==> src/swm_pkg.sv <==
// Shared constants of the sleep and wake manager and its host.
// Assumes a 100 MHz system clock on both ends.
package swm_pkg;
    localparam int unsigned SYS_CLK_HZ = 100_000_000;
    localparam int unsigned LF_CLK_HZ = 32_000;
    // System cycles per low-frequency tick, rounded down
    localparam logic [11:0] LF_DIV = 12'(SYS_CLK_HZ / LF_CLK_HZ);
    localparam int unsigned AW = 4;
    localparam int unsigned DW = 16;
    // Device register indices, reached over the link
    localparam logic [3:0] REG_CTRL = 4'h0;
    localparam logic [3:0] REG_WAKE_EN = 4'h1;
    localparam logic [3:0] REG_TIMEOUT = 4'h2;
    localparam logic [3:0] REG_STATUS = 4'h3;
    localparam logic [3:0] REG_IRQ_CLR = 4'h4;
    // Control fields
    localparam int unsigned CTRL_MODE_LSB = 0;
    localparam int unsigned CTRL_RETAIN = 2;
    localparam int unsigned CTRL_IRQ_POL = 3;
    localparam int unsigned CTRL_GPIO_POL = 4;
    localparam logic [1:0] MODE_LIGHT = 2'h1;
    localparam logic [1:0] MODE_DEEP = 2'h2;
    localparam logic CTRL_IRQ_POL_RST = 1'b1;
    localparam logic [4:0] WAKE_EN_RST = 5'h1F;
    localparam logic [15:0] TIMEOUT_RST = 16'hFFFF;
    // Wake source bits, also the wake-cause layout
    localparam int unsigned WK_TIMER = 0;
    localparam int unsigned WK_GPIO = 1;
    localparam int unsigned WK_COMP = 2;
    localparam int unsigned WK_RTC = 3;
    localparam int unsigned WK_WDOG = 4;
    localparam int unsigned NWK = 5;
    // Host interface selection strap
    localparam logic [1:0] IF_USB = 2'h3;
    // Host register addresses
    localparam logic [3:0] HREG_CTRL = 4'h0;
    localparam logic [3:0] HREG_ADDR = 4'h1;
    localparam logic [3:0] HREG_WDATA = 4'h2;
    localparam logic [3:0] HREG_RDATA = 4'h3;
    localparam logic [3:0] HREG_STAT = 4'h4;
    localparam int unsigned HC_RUN = 0;
    localparam int unsigned HC_WANT = 1;
    localparam int unsigned HC_INIT = 2;
    localparam int unsigned HC_POLDONE = 3;
    localparam int unsigned HC_POL = 4;
    localparam int unsigned HA_WE = 15;
    // Cycles the host waits for an acknowledge before giving up
    localparam logic [2:0] ACK_WAIT = 3'h4;
    typedef enum logic [1:0] {
        ST_ACTIVE = 2'b00,
        ST_LIGHT = 2'b01,
        ST_DEEP = 2'b11
    } swm_state_e;
endpackage

==> src/swm_if.sv <==
// Link between host processor and device: register access, interrupt, reset, serial lines.
// Assumes both ends share the system clock.
`timescale 1ns/1ps
`default_nettype none
interface swm_if;
    import swm_pkg::*;
    logic req;
    logic we;
    logic [AW-1:0] addr;
    logic [DW-1:0] wdata;
    logic ack;
    logic [DW-1:0] rdata;
    logic host_irq_out;
    logic dev_rst;
    logic uart_tx;
    logic uart_tx_oe;
    logic uart_cts_n;
    logic uart_cts_oe;
    modport dev (
        input req, we, addr, wdata, dev_rst, uart_tx, uart_tx_oe, uart_cts_n, uart_cts_oe,
        output ack, rdata, host_irq_out
    );
    modport host (
        output req, we, addr, wdata, dev_rst, uart_tx, uart_tx_oe, uart_cts_n, uart_cts_oe,
        input ack, rdata, host_irq_out
    );
endinterface
`default_nettype wire

==> src/swm_device.sv <==
// Device end: sleep and wake manager with its link-side register file.
// Assumes link inputs are synchronous to I_SYS_CLK and wake inputs are already clean levels.
`timescale 1ns/1ps
`default_nettype none
// What this block does
// - Deep sleep: manager owns every subsystem sleep
// - Deep sleep: always-on domain on 32 kHz
// - Deep sleep with or without RAM retention
// - Deep sleep ends after programmed timeout
// - Deep sleep wake on GPIO polarity match
// - Deep sleep wake on comparator event
// - Deep sleep wake on RTC timeout
// - Deep sleep wake on watchdog interrupt
// - No deep sleep with USB host interface
// - Light sleep keeps state, gates fast clocks
// - Light sleep still accepts host commands
// - Command ungates clock, serves, regates
// - Light sleep wake on GPIO
// - Light sleep wake after timeout
// - Interrupt output polarity is configurable
// - Host keeps interrupt off until reset release
// - Host enables interrupt after init, polarity
// - Host disables interrupt across deep sleep
// - Host drives serial lines before release
// - Interface selection kept from power-up
module swm_device
    import swm_pkg::*;
(
    input wire logic I_SYS_CLK,
    input wire logic I_RESET,
    input wire logic I_CLK_EN,
    input wire logic [1:0] I_HOST_IF_SEL,
    input wire logic I_GPIO_WAKE,
    input wire logic I_COMP_EVT,
    input wire logic I_RTC_TIMEOUT,
    input wire logic I_WDOG_IRQ,
    output logic O_HF_CLK_EN,
    output logic O_AON_LF_SEL,
    output logic O_RAM_RETAIN,
    output logic [3:0] O_SUBSYS_SLEEP,
    output logic [1:0] O_STATE,
    swm_if.dev LINK
);
    swm_state_e state_r;
    swm_state_e state_nxt;
    logic [11:0] lf_cnt_r;
    logic [15:0] sleep_cnt_r;
    logic if_cap_r;
    logic [1:0] if_sel_r;
    logic retain_r;
    logic irq_pol_r;
    logic gpio_pol_r;
    logic [NWK-1:0] wake_en_r;
    logic [15:0] timeout_r;
    logic [NWK-1:0] cause_r;
    logic irq_pend_r;
    logic refused_r;
    logic ack_r;
    logic [DW-1:0] rdata_r;
    logic irq_r;
    logic hf_r;
    logic lf_sel_r;
    logic retain_out_r;
    logic [3:0] subsys_r;

    // Link reset from the host acts like the system reset
    wire rst = I_RESET | LINK.dev_rst;
    wire en = I_CLK_EN;

    // Low-frequency tick: the always-on timer advances only on it
    wire lf_tick = (lf_cnt_r == LF_DIV - 12'h001);

    // Requests are served in every state but deep sleep
    wire serve = LINK.req & (state_r != ST_DEEP);
    wire wr = serve & LINK.we;
    wire wr_ctrl = wr & (LINK.addr == REG_CTRL);
    wire wr_wake = wr & (LINK.addr == REG_WAKE_EN);
    wire wr_tmo = wr & (LINK.addr == REG_TIMEOUT);
    wire wr_iclr = wr & (LINK.addr == REG_IRQ_CLR);
    wire [1:0] mode_req = LINK.wdata[CTRL_MODE_LSB +: 2];
    wire usb_sel = (if_sel_r == IF_USB);
    wire go_light = wr_ctrl & (state_r == ST_ACTIVE) & (mode_req == MODE_LIGHT);
    wire go_deep_req = wr_ctrl & (state_r == ST_ACTIVE) & (mode_req == MODE_DEEP);
    wire go_deep = go_deep_req & ~usb_sel;

    // Wake sources; light sleep listens to timer and GPIO only
    wire tmr_hit = (sleep_cnt_r >= timeout_r);
    wire gpio_hit = (I_GPIO_WAKE == gpio_pol_r);
    wire [NWK-1:0] raw_src = {I_WDOG_IRQ, I_RTC_TIMEOUT, I_COMP_EVT, gpio_hit, tmr_hit};
    wire [NWK-1:0] light_mask = (NWK'(1) << WK_TIMER) | (NWK'(1) << WK_GPIO);
    wire [NWK-1:0] deep_src = raw_src & wake_en_r;
    wire [NWK-1:0] light_src = raw_src & wake_en_r & light_mask;
    wire [NWK-1:0] src = (state_r == ST_DEEP) ? deep_src : light_src;
    wire asleep = (state_r != ST_ACTIVE);
    wire wake = asleep & (|src);

    // Interrupt pending: a wake wins over a clear in the same cycle
    wire irq_pend_nxt = wake | (irq_pend_r & ~(wr_iclr & LINK.wdata[0]));
    wire irq_pol_nxt = wr_ctrl ? LINK.wdata[CTRL_IRQ_POL] : irq_pol_r;

    // Read mux, status carries live state
    wire [DW-1:0] status = {4'h0, refused_r, if_sel_r, 1'b0, cause_r, irq_pend_r, state_r};
    wire [DW-1:0] ctrl_rd = DW'({gpio_pol_r, irq_pol_r, retain_r, 2'b00});
    logic [DW-1:0] rd_mux;
    always_comb
    begin
        unique case (LINK.addr)
            REG_CTRL: rd_mux = ctrl_rd;
            REG_WAKE_EN: rd_mux = DW'(wake_en_r);
            REG_TIMEOUT: rd_mux = timeout_r;
            REG_STATUS: rd_mux = status;
            default: rd_mux = '0;
        endcase
    end

    // State sequence: active to a sleep on request, back to active on wake
    always_comb
    begin
        state_nxt = state_r;
        unique case (state_r)
            ST_ACTIVE:
            begin
                if (go_deep)
                    state_nxt = ST_DEEP;
                else if (go_light)
                    state_nxt = ST_LIGHT;
            end
            ST_LIGHT, ST_DEEP:
            begin
                if (wake)
                    state_nxt = ST_ACTIVE;
            end
            default: state_nxt = ST_ACTIVE;
        endcase
    end

    wire deep_nxt = (state_nxt == ST_DEEP);
    // Fast clocks run when active or for the one cycle a request is served
    // The command that enters deep sleep must not leave the fast clock on
    wire hf_nxt = (state_nxt == ST_ACTIVE) | (serve & ~deep_nxt);

    // Tick divider and sleep timer
    always_ff @(posedge I_SYS_CLK)
    begin
        if (rst)
        begin
            lf_cnt_r <= '0;
            sleep_cnt_r <= '0;
        end
        else if (en)
        begin
            lf_cnt_r <= lf_tick ? 12'h000 : lf_cnt_r + 12'h001;
            if (go_light | go_deep)
                sleep_cnt_r <= '0;
            else if (asleep & lf_tick & ~tmr_hit)
                sleep_cnt_r <= sleep_cnt_r + 16'h0001;
        end
    end

    // Strap capture one edge after release, then held for every wake
    always_ff @(posedge I_SYS_CLK)
    begin
        if (rst)
        begin
            if_cap_r <= 1'b0;
            if_sel_r <= 2'h0;
        end
        else if (en & ~if_cap_r)
        begin
            if_cap_r <= 1'b1;
            if_sel_r <= I_HOST_IF_SEL;
        end
    end

    // Register file written over the link
    always_ff @(posedge I_SYS_CLK)
    begin
        if (rst)
        begin
            retain_r <= 1'b0;
            irq_pol_r <= CTRL_IRQ_POL_RST;
            gpio_pol_r <= 1'b1;
            wake_en_r <= WAKE_EN_RST;
            timeout_r <= TIMEOUT_RST;
            refused_r <= 1'b0;
        end
        else if (en)
        begin
            if (wr_ctrl)
            begin
                retain_r <= LINK.wdata[CTRL_RETAIN];
                irq_pol_r <= irq_pol_nxt;
                gpio_pol_r <= LINK.wdata[CTRL_GPIO_POL];
                refused_r <= go_deep_req & usb_sel;
            end
            if (wr_wake)
                wake_en_r <= LINK.wdata[NWK-1:0];
            if (wr_tmo)
                timeout_r <= LINK.wdata;
        end
    end

    // State, cause, interrupt and link answer
    always_ff @(posedge I_SYS_CLK)
    begin
        if (rst)
        begin
            state_r <= ST_ACTIVE;
            cause_r <= '0;
            irq_pend_r <= 1'b0;
            irq_r <= ~CTRL_IRQ_POL_RST;
            ack_r <= 1'b0;
            rdata_r <= '0;
        end
        else if (en)
        begin
            state_r <= state_nxt;
            if (wake)
                cause_r <= src;
            irq_pend_r <= irq_pend_nxt;
            irq_r <= ~(irq_pend_nxt ^ irq_pol_nxt);
            ack_r <= serve;
            if (serve & ~LINK.we)
                rdata_r <= rd_mux;
        end
    end

    // Power outputs follow the next state so they line up with O_STATE
    always_ff @(posedge I_SYS_CLK)
    begin
        if (rst)
        begin
            hf_r <= 1'b1;
            lf_sel_r <= 1'b0;
            retain_out_r <= 1'b0;
            subsys_r <= 4'h0;
        end
        else if (en)
        begin
            hf_r <= hf_nxt;
            lf_sel_r <= deep_nxt;
            retain_out_r <= deep_nxt & (go_deep ? LINK.wdata[CTRL_RETAIN] : retain_r);
            subsys_r <= {4{deep_nxt}};
        end
    end

    assign O_STATE = state_r;
    assign O_HF_CLK_EN = hf_r;
    assign O_AON_LF_SEL = lf_sel_r;
    assign O_RAM_RETAIN = retain_out_r;
    assign O_SUBSYS_SLEEP = subsys_r;
    assign LINK.ack = ack_r;
    assign LINK.rdata = rdata_r;
    assign LINK.host_irq_out = irq_r;
endmodule // swm_device
`default_nettype wire

==> src/flat_wrapper.sv <==
// flat-port wrapper written by rule: the top's interface ports become plain ports
module swm_device_flat import swm_pkg::*;
  (I_SYS_CLK, I_RESET, I_CLK_EN, I_HOST_IF_SEL, I_GPIO_WAKE, I_COMP_EVT, I_RTC_TIMEOUT, I_WDOG_IRQ, O_HF_CLK_EN, O_AON_LF_SEL, O_RAM_RETAIN, O_SUBSYS_SLEEP, O_STATE, LINK_req, LINK_we, LINK_addr, LINK_wdata, LINK_dev_rst, LINK_uart_tx, LINK_uart_tx_oe, LINK_uart_cts_n, LINK_uart_cts_oe, LINK_ack, LINK_rdata, LINK_host_irq_out);
  swm_if LINK_i ();
  input wire logic I_SYS_CLK;
  input wire logic I_RESET;
  input wire logic I_CLK_EN;
  input wire logic [1:0] I_HOST_IF_SEL;
  input wire logic I_GPIO_WAKE;
  input wire logic I_COMP_EVT;
  input wire logic I_RTC_TIMEOUT;
  input wire logic I_WDOG_IRQ;
  output logic O_HF_CLK_EN;
  output logic O_AON_LF_SEL;
  output logic O_RAM_RETAIN;
  output logic [3:0] O_SUBSYS_SLEEP;
  output logic [1:0] O_STATE;
  input wire logic [$bits(LINK_i.req)-1:0] LINK_req;
  input wire logic [$bits(LINK_i.we)-1:0] LINK_we;
  input wire logic [$bits(LINK_i.addr)-1:0] LINK_addr;
  input wire logic [$bits(LINK_i.wdata)-1:0] LINK_wdata;
  input wire logic [$bits(LINK_i.dev_rst)-1:0] LINK_dev_rst;
  input wire logic [$bits(LINK_i.uart_tx)-1:0] LINK_uart_tx;
  input wire logic [$bits(LINK_i.uart_tx_oe)-1:0] LINK_uart_tx_oe;
  input wire logic [$bits(LINK_i.uart_cts_n)-1:0] LINK_uart_cts_n;
  input wire logic [$bits(LINK_i.uart_cts_oe)-1:0] LINK_uart_cts_oe;
  output wire logic [$bits(LINK_i.ack)-1:0] LINK_ack;
  output wire logic [$bits(LINK_i.rdata)-1:0] LINK_rdata;
  output wire logic [$bits(LINK_i.host_irq_out)-1:0] LINK_host_irq_out;
  assign LINK_i.req = LINK_req;
  assign LINK_i.we = LINK_we;
  assign LINK_i.addr = LINK_addr;
  assign LINK_i.wdata = LINK_wdata;
  assign LINK_i.dev_rst = LINK_dev_rst;
  assign LINK_i.uart_tx = LINK_uart_tx;
  assign LINK_i.uart_tx_oe = LINK_uart_tx_oe;
  assign LINK_i.uart_cts_n = LINK_uart_cts_n;
  assign LINK_i.uart_cts_oe = LINK_uart_cts_oe;
  assign LINK_ack = LINK_i.ack;
  assign LINK_rdata = LINK_i.rdata;
  assign LINK_host_irq_out = LINK_i.host_irq_out;
  swm_device u_core (.I_SYS_CLK(I_SYS_CLK), .I_RESET(I_RESET), .I_CLK_EN(I_CLK_EN), .I_HOST_IF_SEL(I_HOST_IF_SEL), .I_GPIO_WAKE(I_GPIO_WAKE), .I_COMP_EVT(I_COMP_EVT), .I_RTC_TIMEOUT(I_RTC_TIMEOUT), .I_WDOG_IRQ(I_WDOG_IRQ), .O_HF_CLK_EN(O_HF_CLK_EN), .O_AON_LF_SEL(O_AON_LF_SEL), .O_RAM_RETAIN(O_RAM_RETAIN), .O_SUBSYS_SLEEP(O_SUBSYS_SLEEP), .O_STATE(O_STATE), .LINK(LINK_i));
endmodule
==> config.mk <==
export PLATFORM = sky130hd
export DESIGN_NAME = swm_device_flat
export DESIGN_NICKNAME = d
export VERILOG_FILES = /design/src/swm_pkg.sv /design/src/swm_if.sv /design/src/swm_device.sv /design/src/flat_wrapper.sv
export SDC_FILE = /design/constraint.sdc
export NUM_CORES = 1
export LEC_CHECK = 0
export BUFFER_PORTS_ARGS = -buffer_cell sky130_fd_sc_hd__clkbuf_2
export CAP_MARGIN = 20
export CORE_MARGIN = 5
export CORE_UTILIZATION = 46
export CTS_CLUSTER_SIZE = 30
export DETAILED_ROUTE_END_ITERATION = 10
export HOLD_SLACK_MARGIN = 0.1
export PLACE_DENSITY = 0.66
export SLEW_MARGIN = 10
export SYNTH_ARGS = -nofsm -noshare
export SYNTH_HDL_FRONTEND = slang
export SYNTH_SLANG_ARGS = --single-unit
==> constraint.sdc <==
create_clock -name I_SYS_CLK -period 5.3 [get_ports I_SYS_CLK]
set_clock_uncertainty 0.1 [all_clocks]
set_input_delay 0.265 -clock I_SYS_CLK [delete_from_list [all_inputs] [get_ports I_SYS_CLK]]
set_output_delay 0.265 -clock I_SYS_CLK [all_outputs]
set_load 0.05 [all_outputs]
==> results.toml <==
[run_status]
status = "finished, final reports clean"

[synthesis]
synth_area_um2 = 4320
ys_types = 55
postSynth.topFlopCell = "sky130_fd_sc_hd__dfxtp_1"
ys_top_cells_by_area = "sky130_fd_sc_hd__dfxtp_1 39%, sky130_fd_sc_hd__nand2_1 7.0%, sky130_fd_sc_hd__ha_1 5.5%"
synthesis.yosys.warnings = 0
post_synth.cell_area_avg_um2 = 8.52
synth_seq_area_share_pct = 39.4
synth_edf_count = 0
postSynthCellCount = 507
yosysTopAreaCellShare_pct = 39.4
mapped_nets = 562
async_flop_share_pct = 0
synth.ff_latch_count = 85
yosysTopAreaCell = "sky130_fd_sc_hd__dfxtp_1"

[critical_path]
timing.critical_path.to = "u_core.sleep_cnt_r[15]$_SDFFE_PP0P_"
reg2reg_to = "u_core.sleep_cnt_r[15]$_SDFFE_PP0P_"
required_ns = 5.43
cp_cell_sequence = "inv_1, ha_1, nand4_1, or3_1, a2111oi_0, or3_1, a21oi_1, mux2i_1"
endpoint_kind = "flip-flop"
crit_top_cell = "sky130_fd_sc_hd__or3_1"
regToRegStartpoint = "u_core.timeout_r[13]$_SDFFE_PP1P_"
rr_worst_depth = 8
timing.critical_path.arrival_ns = 3.28
reg2reg_setup_slack_ns = 2.16
worst-path-max-fanout = 29
max_stage_delay_ns = 0.80
cp-startpoint = "u_core.timeout_r[13]$_SDFFE_PP1P_"
timing.critical_path.from_type = "flip-flop"
crit_path_top_delay_cell = "sky130_fd_sc_hd__or3_1"
setup_crit_path_kind = "reg2reg"

[clock_network]
cts_max_path_buffers = 2
cts_inserted_buffers = 9
cts.sink_count = 85
clkTransAtPathRegs_ns = 0.10
post_cts.resized_instances = 0
tritoncts = "built"
insertion_delay_ns = 0.36
h_tree_lvls = 3
clock_tree.root_cell = "sky130_fd_sc_hd__clkbuf_8"

[run]
maxCapViolCount = 0

[drt]
viasPerCell = 5.74
vias = 3886
ant_nets = 0
wl_per_cell_um = 15.8
drtPass1Iterations = 4
detail_route.wirelength_um = 10700
drt_iter0_drc = 173
drc = 0

[sta]
fin_hold_ws_ns = 0.114
final_period_minus_worst_setup_slack_ns = 3.14
setup-violations-final = 0
worst_pin_slew_ns = 1.05
finalCritPeriodShare_pct = 59.3
slew-limit-headroom_pct = 30.0
fmaxAchievable_ghz = 0.318
final.setup.tns_ns = 0
report.final.hold_viol_count = 0
rsz0062_at_grt = "no"
final_slew_violations = 0

[die]
area_of_the_die_um2 = 11400
die_height_um = 107
design.core.area_um2 = 9200
initial_util_pct = 47.0
io_pins = 63
die_w_um = 107
num_rows = 35

[global_routing]
grt_overflow = 0
grt_usage_pct = 18.8
largest_net_degree_at_the_start_of_global_routing = 45
grt_pass1_vias = 3609
antenna_found_initial = 0
grt_first_pass_wirelength_um = 17500

[place]
dp.final_hpwl_um = 7690
gpl.final_weighted_congestion = 0.782
place.port_buffers = 58

[layout]
finalNetCount = 616
diodes = 0
drive_gt1_share_pct = 16.1
utilization_pct = 54.2
layout.filler_cells = 873
relative_area_change_from_synthesis_to_final_layout_pct = 15.4

[power_and_ir_drop]
design_power_total_mw = 1.21
cell_internal_pwr_uw = 909
switch_pwr_uw = 305
clock_power_share_pct = 39.4
power_per_cell_area_nw_per_um2 = 243
swShare_pct = 25.1
logic_pwr_share_pct = 7.5
worst_ir_drop_vdd_uv = 125
leakage_nw = 2.10
share_seq_of_total_power_pct = 53.1

[min_path]
timing.hold.worst.class = "in2reg"
-- layout by cell type (no fill, tap or decap), types with 8 or more instances in the layout --
cell,count
sky130_fd_sc_hd__xor2_1,8
sky130_fd_sc_hd__ha_1,19
sky130_fd_sc_hd__a2111o_1,12
sky130_fd_sc_hd__dfxtp_1,85
sky130_fd_sc_hd__clkbuf_8,10
sky130_fd_sc_hd__o21ai_0,8
sky130_fd_sc_hd__nand2_1,80
sky130_fd_sc_hd__dlygate4sd3_1,18
sky130_fd_sc_hd__nor3_1,8
sky130_fd_sc_hd__nor2_1,37
sky130_fd_sc_hd__inv_1,21
sky130_fd_sc_hd__a21oi_1,30
sky130_fd_sc_hd__clkbuf_2,58
sky130_fd_sc_hd__mux2i_1,18
sky130_fd_sc_hd__nand4_1,11
sky130_fd_sc_hd__nand3_1,28
sky130_fd_sc_hd__o211ai_1,17
sky130_fd_sc_hd__o2111ai_1,12
-- flip-flops by register name, summed over array words and instances, names as in the netlist, 2 cells and up --
| register | cells |
|---|---|
| u_core.if_sel_r | 2 |
| u_core.sleep_cnt_r | 16 |
| u_core.timeout_r | 16 |
| u_core.cause_r | 5 |
| u_core.lf_cnt_r | 12 |
| u_core.LINK.rdata | 16 |
| u_core.O_STATE | 2 |
| u_core.wake_en_r | 5 |
-- synthesized netlist by cell type, types with 2 or more instances --
library cell and instances:
sky130_fd_sc_hd__a2111o_1 12, sky130_fd_sc_hd__a2111oi_0 2, sky130_fd_sc_hd__a211o_1 2, sky130_fd_sc_hd__a211oi_1 2, sky130_fd_sc_hd__a21oi_1 30, sky130_fd_sc_hd__a22o_1 2, sky130_fd_sc_hd__a311oi_1 3, sky130_fd_sc_hd__a31oi_1 6
sky130_fd_sc_hd__a41oi_1 2, sky130_fd_sc_hd__and2_1 6, sky130_fd_sc_hd__and3_1 3, sky130_fd_sc_hd__buf_1 4, sky130_fd_sc_hd__buf_2 3, sky130_fd_sc_hd__buf_4 5, sky130_fd_sc_hd__buf_6 2, sky130_fd_sc_hd__clkbuf_1 21
sky130_fd_sc_hd__dfxtp_1 85, sky130_fd_sc_hd__ha_1 19, sky130_fd_sc_hd__inv_1 21, sky130_fd_sc_hd__inv_2 2, sky130_fd_sc_hd__mux2_2 2, sky130_fd_sc_hd__mux2i_1 18, sky130_fd_sc_hd__mux4_2 3, sky130_fd_sc_hd__nand2_1 80
sky130_fd_sc_hd__nand2b_1 2, sky130_fd_sc_hd__nand3_1 28, sky130_fd_sc_hd__nand4_1 11, sky130_fd_sc_hd__nor2_1 38, sky130_fd_sc_hd__nor2b_1 3, sky130_fd_sc_hd__nor3_1 8, sky130_fd_sc_hd__nor4_1 2, sky130_fd_sc_hd__o2111ai_1 12
sky130_fd_sc_hd__o211ai_1 17, sky130_fd_sc_hd__o21a_1 3, sky130_fd_sc_hd__o21ai_0 8, sky130_fd_sc_hd__o31ai_1 3, sky130_fd_sc_hd__or2_1 2, sky130_fd_sc_hd__or3_1 5, sky130_fd_sc_hd__or4_1 3, sky130_fd_sc_hd__xnor2_1 5
sky130_fd_sc_hd__xor2_1 8
-- critical path: cells and delay by family (launching register included) --
kind            cells  cell delay [ns]
simple gates        3             1.36
fa+ha+maj           1             0.30
mux                 1             0.18
flops               1             0.38
compound gates      2             0.62
buf+inv             1             0.08
-- routing by layer --
layer	wire [um]	up-vias	share of wire [%]	track usage, %
li1	-	1943	-	-
met1	4790	1836	45	24.2
met2	5310	97	50	32.4
met3	464	10	4.3	2.59
met4	107	0	1.0	6.21
met5	0	-	0	0
-- cell type report --
class / instances / area [um^2] / share of cell area (%)
Multi-Input combinational cell: 364 / 2360 / 47.4
Clock buffer: 10 / 138 / 2.76
Timing Repair Buffer: 78 / 485 / 9.74
Clock inverter: 6 / 70.1 / 1.41
Sequential cell: 85 / 1700 / 34.1
Inverter: 23 / 86.3 / 1.73
Tap cell: 111 / 139 / 2.79
-- logic make-up after synthesis --
logic type	share of synthesized area (%)
xor gates and xnor gates	2.64
DFF	39.4
adders and majority gates	5.50
buffers and inverters	5.91
muxes	6.26
AOI/OAI and AO/OA	18.9
and+or+nand+nor	21.4
-- power by group through the flow --
stage	logic (mW)	clock network [mW]	registers, mW
after global routing	0.0983	0.513	0.645
after floorplan	0.0493	0	0.663
after detailed placement	0.0800	0	0.660
after CTS	0.0905	0.489	0.645
after global placement	0.0786	0	0.660
final	0.0908	0.478	0.645
-- per-stage QoR --
stage	setup slack [ns]	instances	instance area [um^2]
after floorplan	2.71	507	4320
after global placement	2.24	643	4600
after detailed placement	2.23	643	4600
after CTS	2.16	677	4980
after global routing	1.87	677	4980
final	2.16	677	4980
-- repair_timing --
| item | CTS | global route |
|---|---|---|
| setup buffers | 0 | 0 |
| endpoints found under the hold margin | 21 | 0 |
| hold buffers | 18 | 0 |
-- worst min path at each step --
stage,end,depth (start not counted),startpoint,slack (ns)
finish,u_core.cause_r[3]$_SDFFE_PP0P_,3,I_RTC_TIMEOUT,0.11
global route,u_core.cause_r[3]$_SDFFE_PP0P_,3,I_RTC_TIMEOUT,0.13
CTS,u_core.cause_r[3]$_SDFFE_PP0P_,3,I_RTC_TIMEOUT,0.10
detailed placement,u_core.LINK.rdata[4]$_SDFFE_PP0P_,2,u_core.LINK.rdata[4]$_SDFFE_PP0P_,0.35
global placement,u_core.LINK.rdata[12]$_SDFFE_PP0P_,2,u_core.LINK.rdata[12]$_SDFFE_PP0P_,0.34
floorplan,u_core.timeout_r[0]$_SDFFE_PP1P_,2,LINK_wdata[0],0.29
Power figures use the tool's default switching activity.
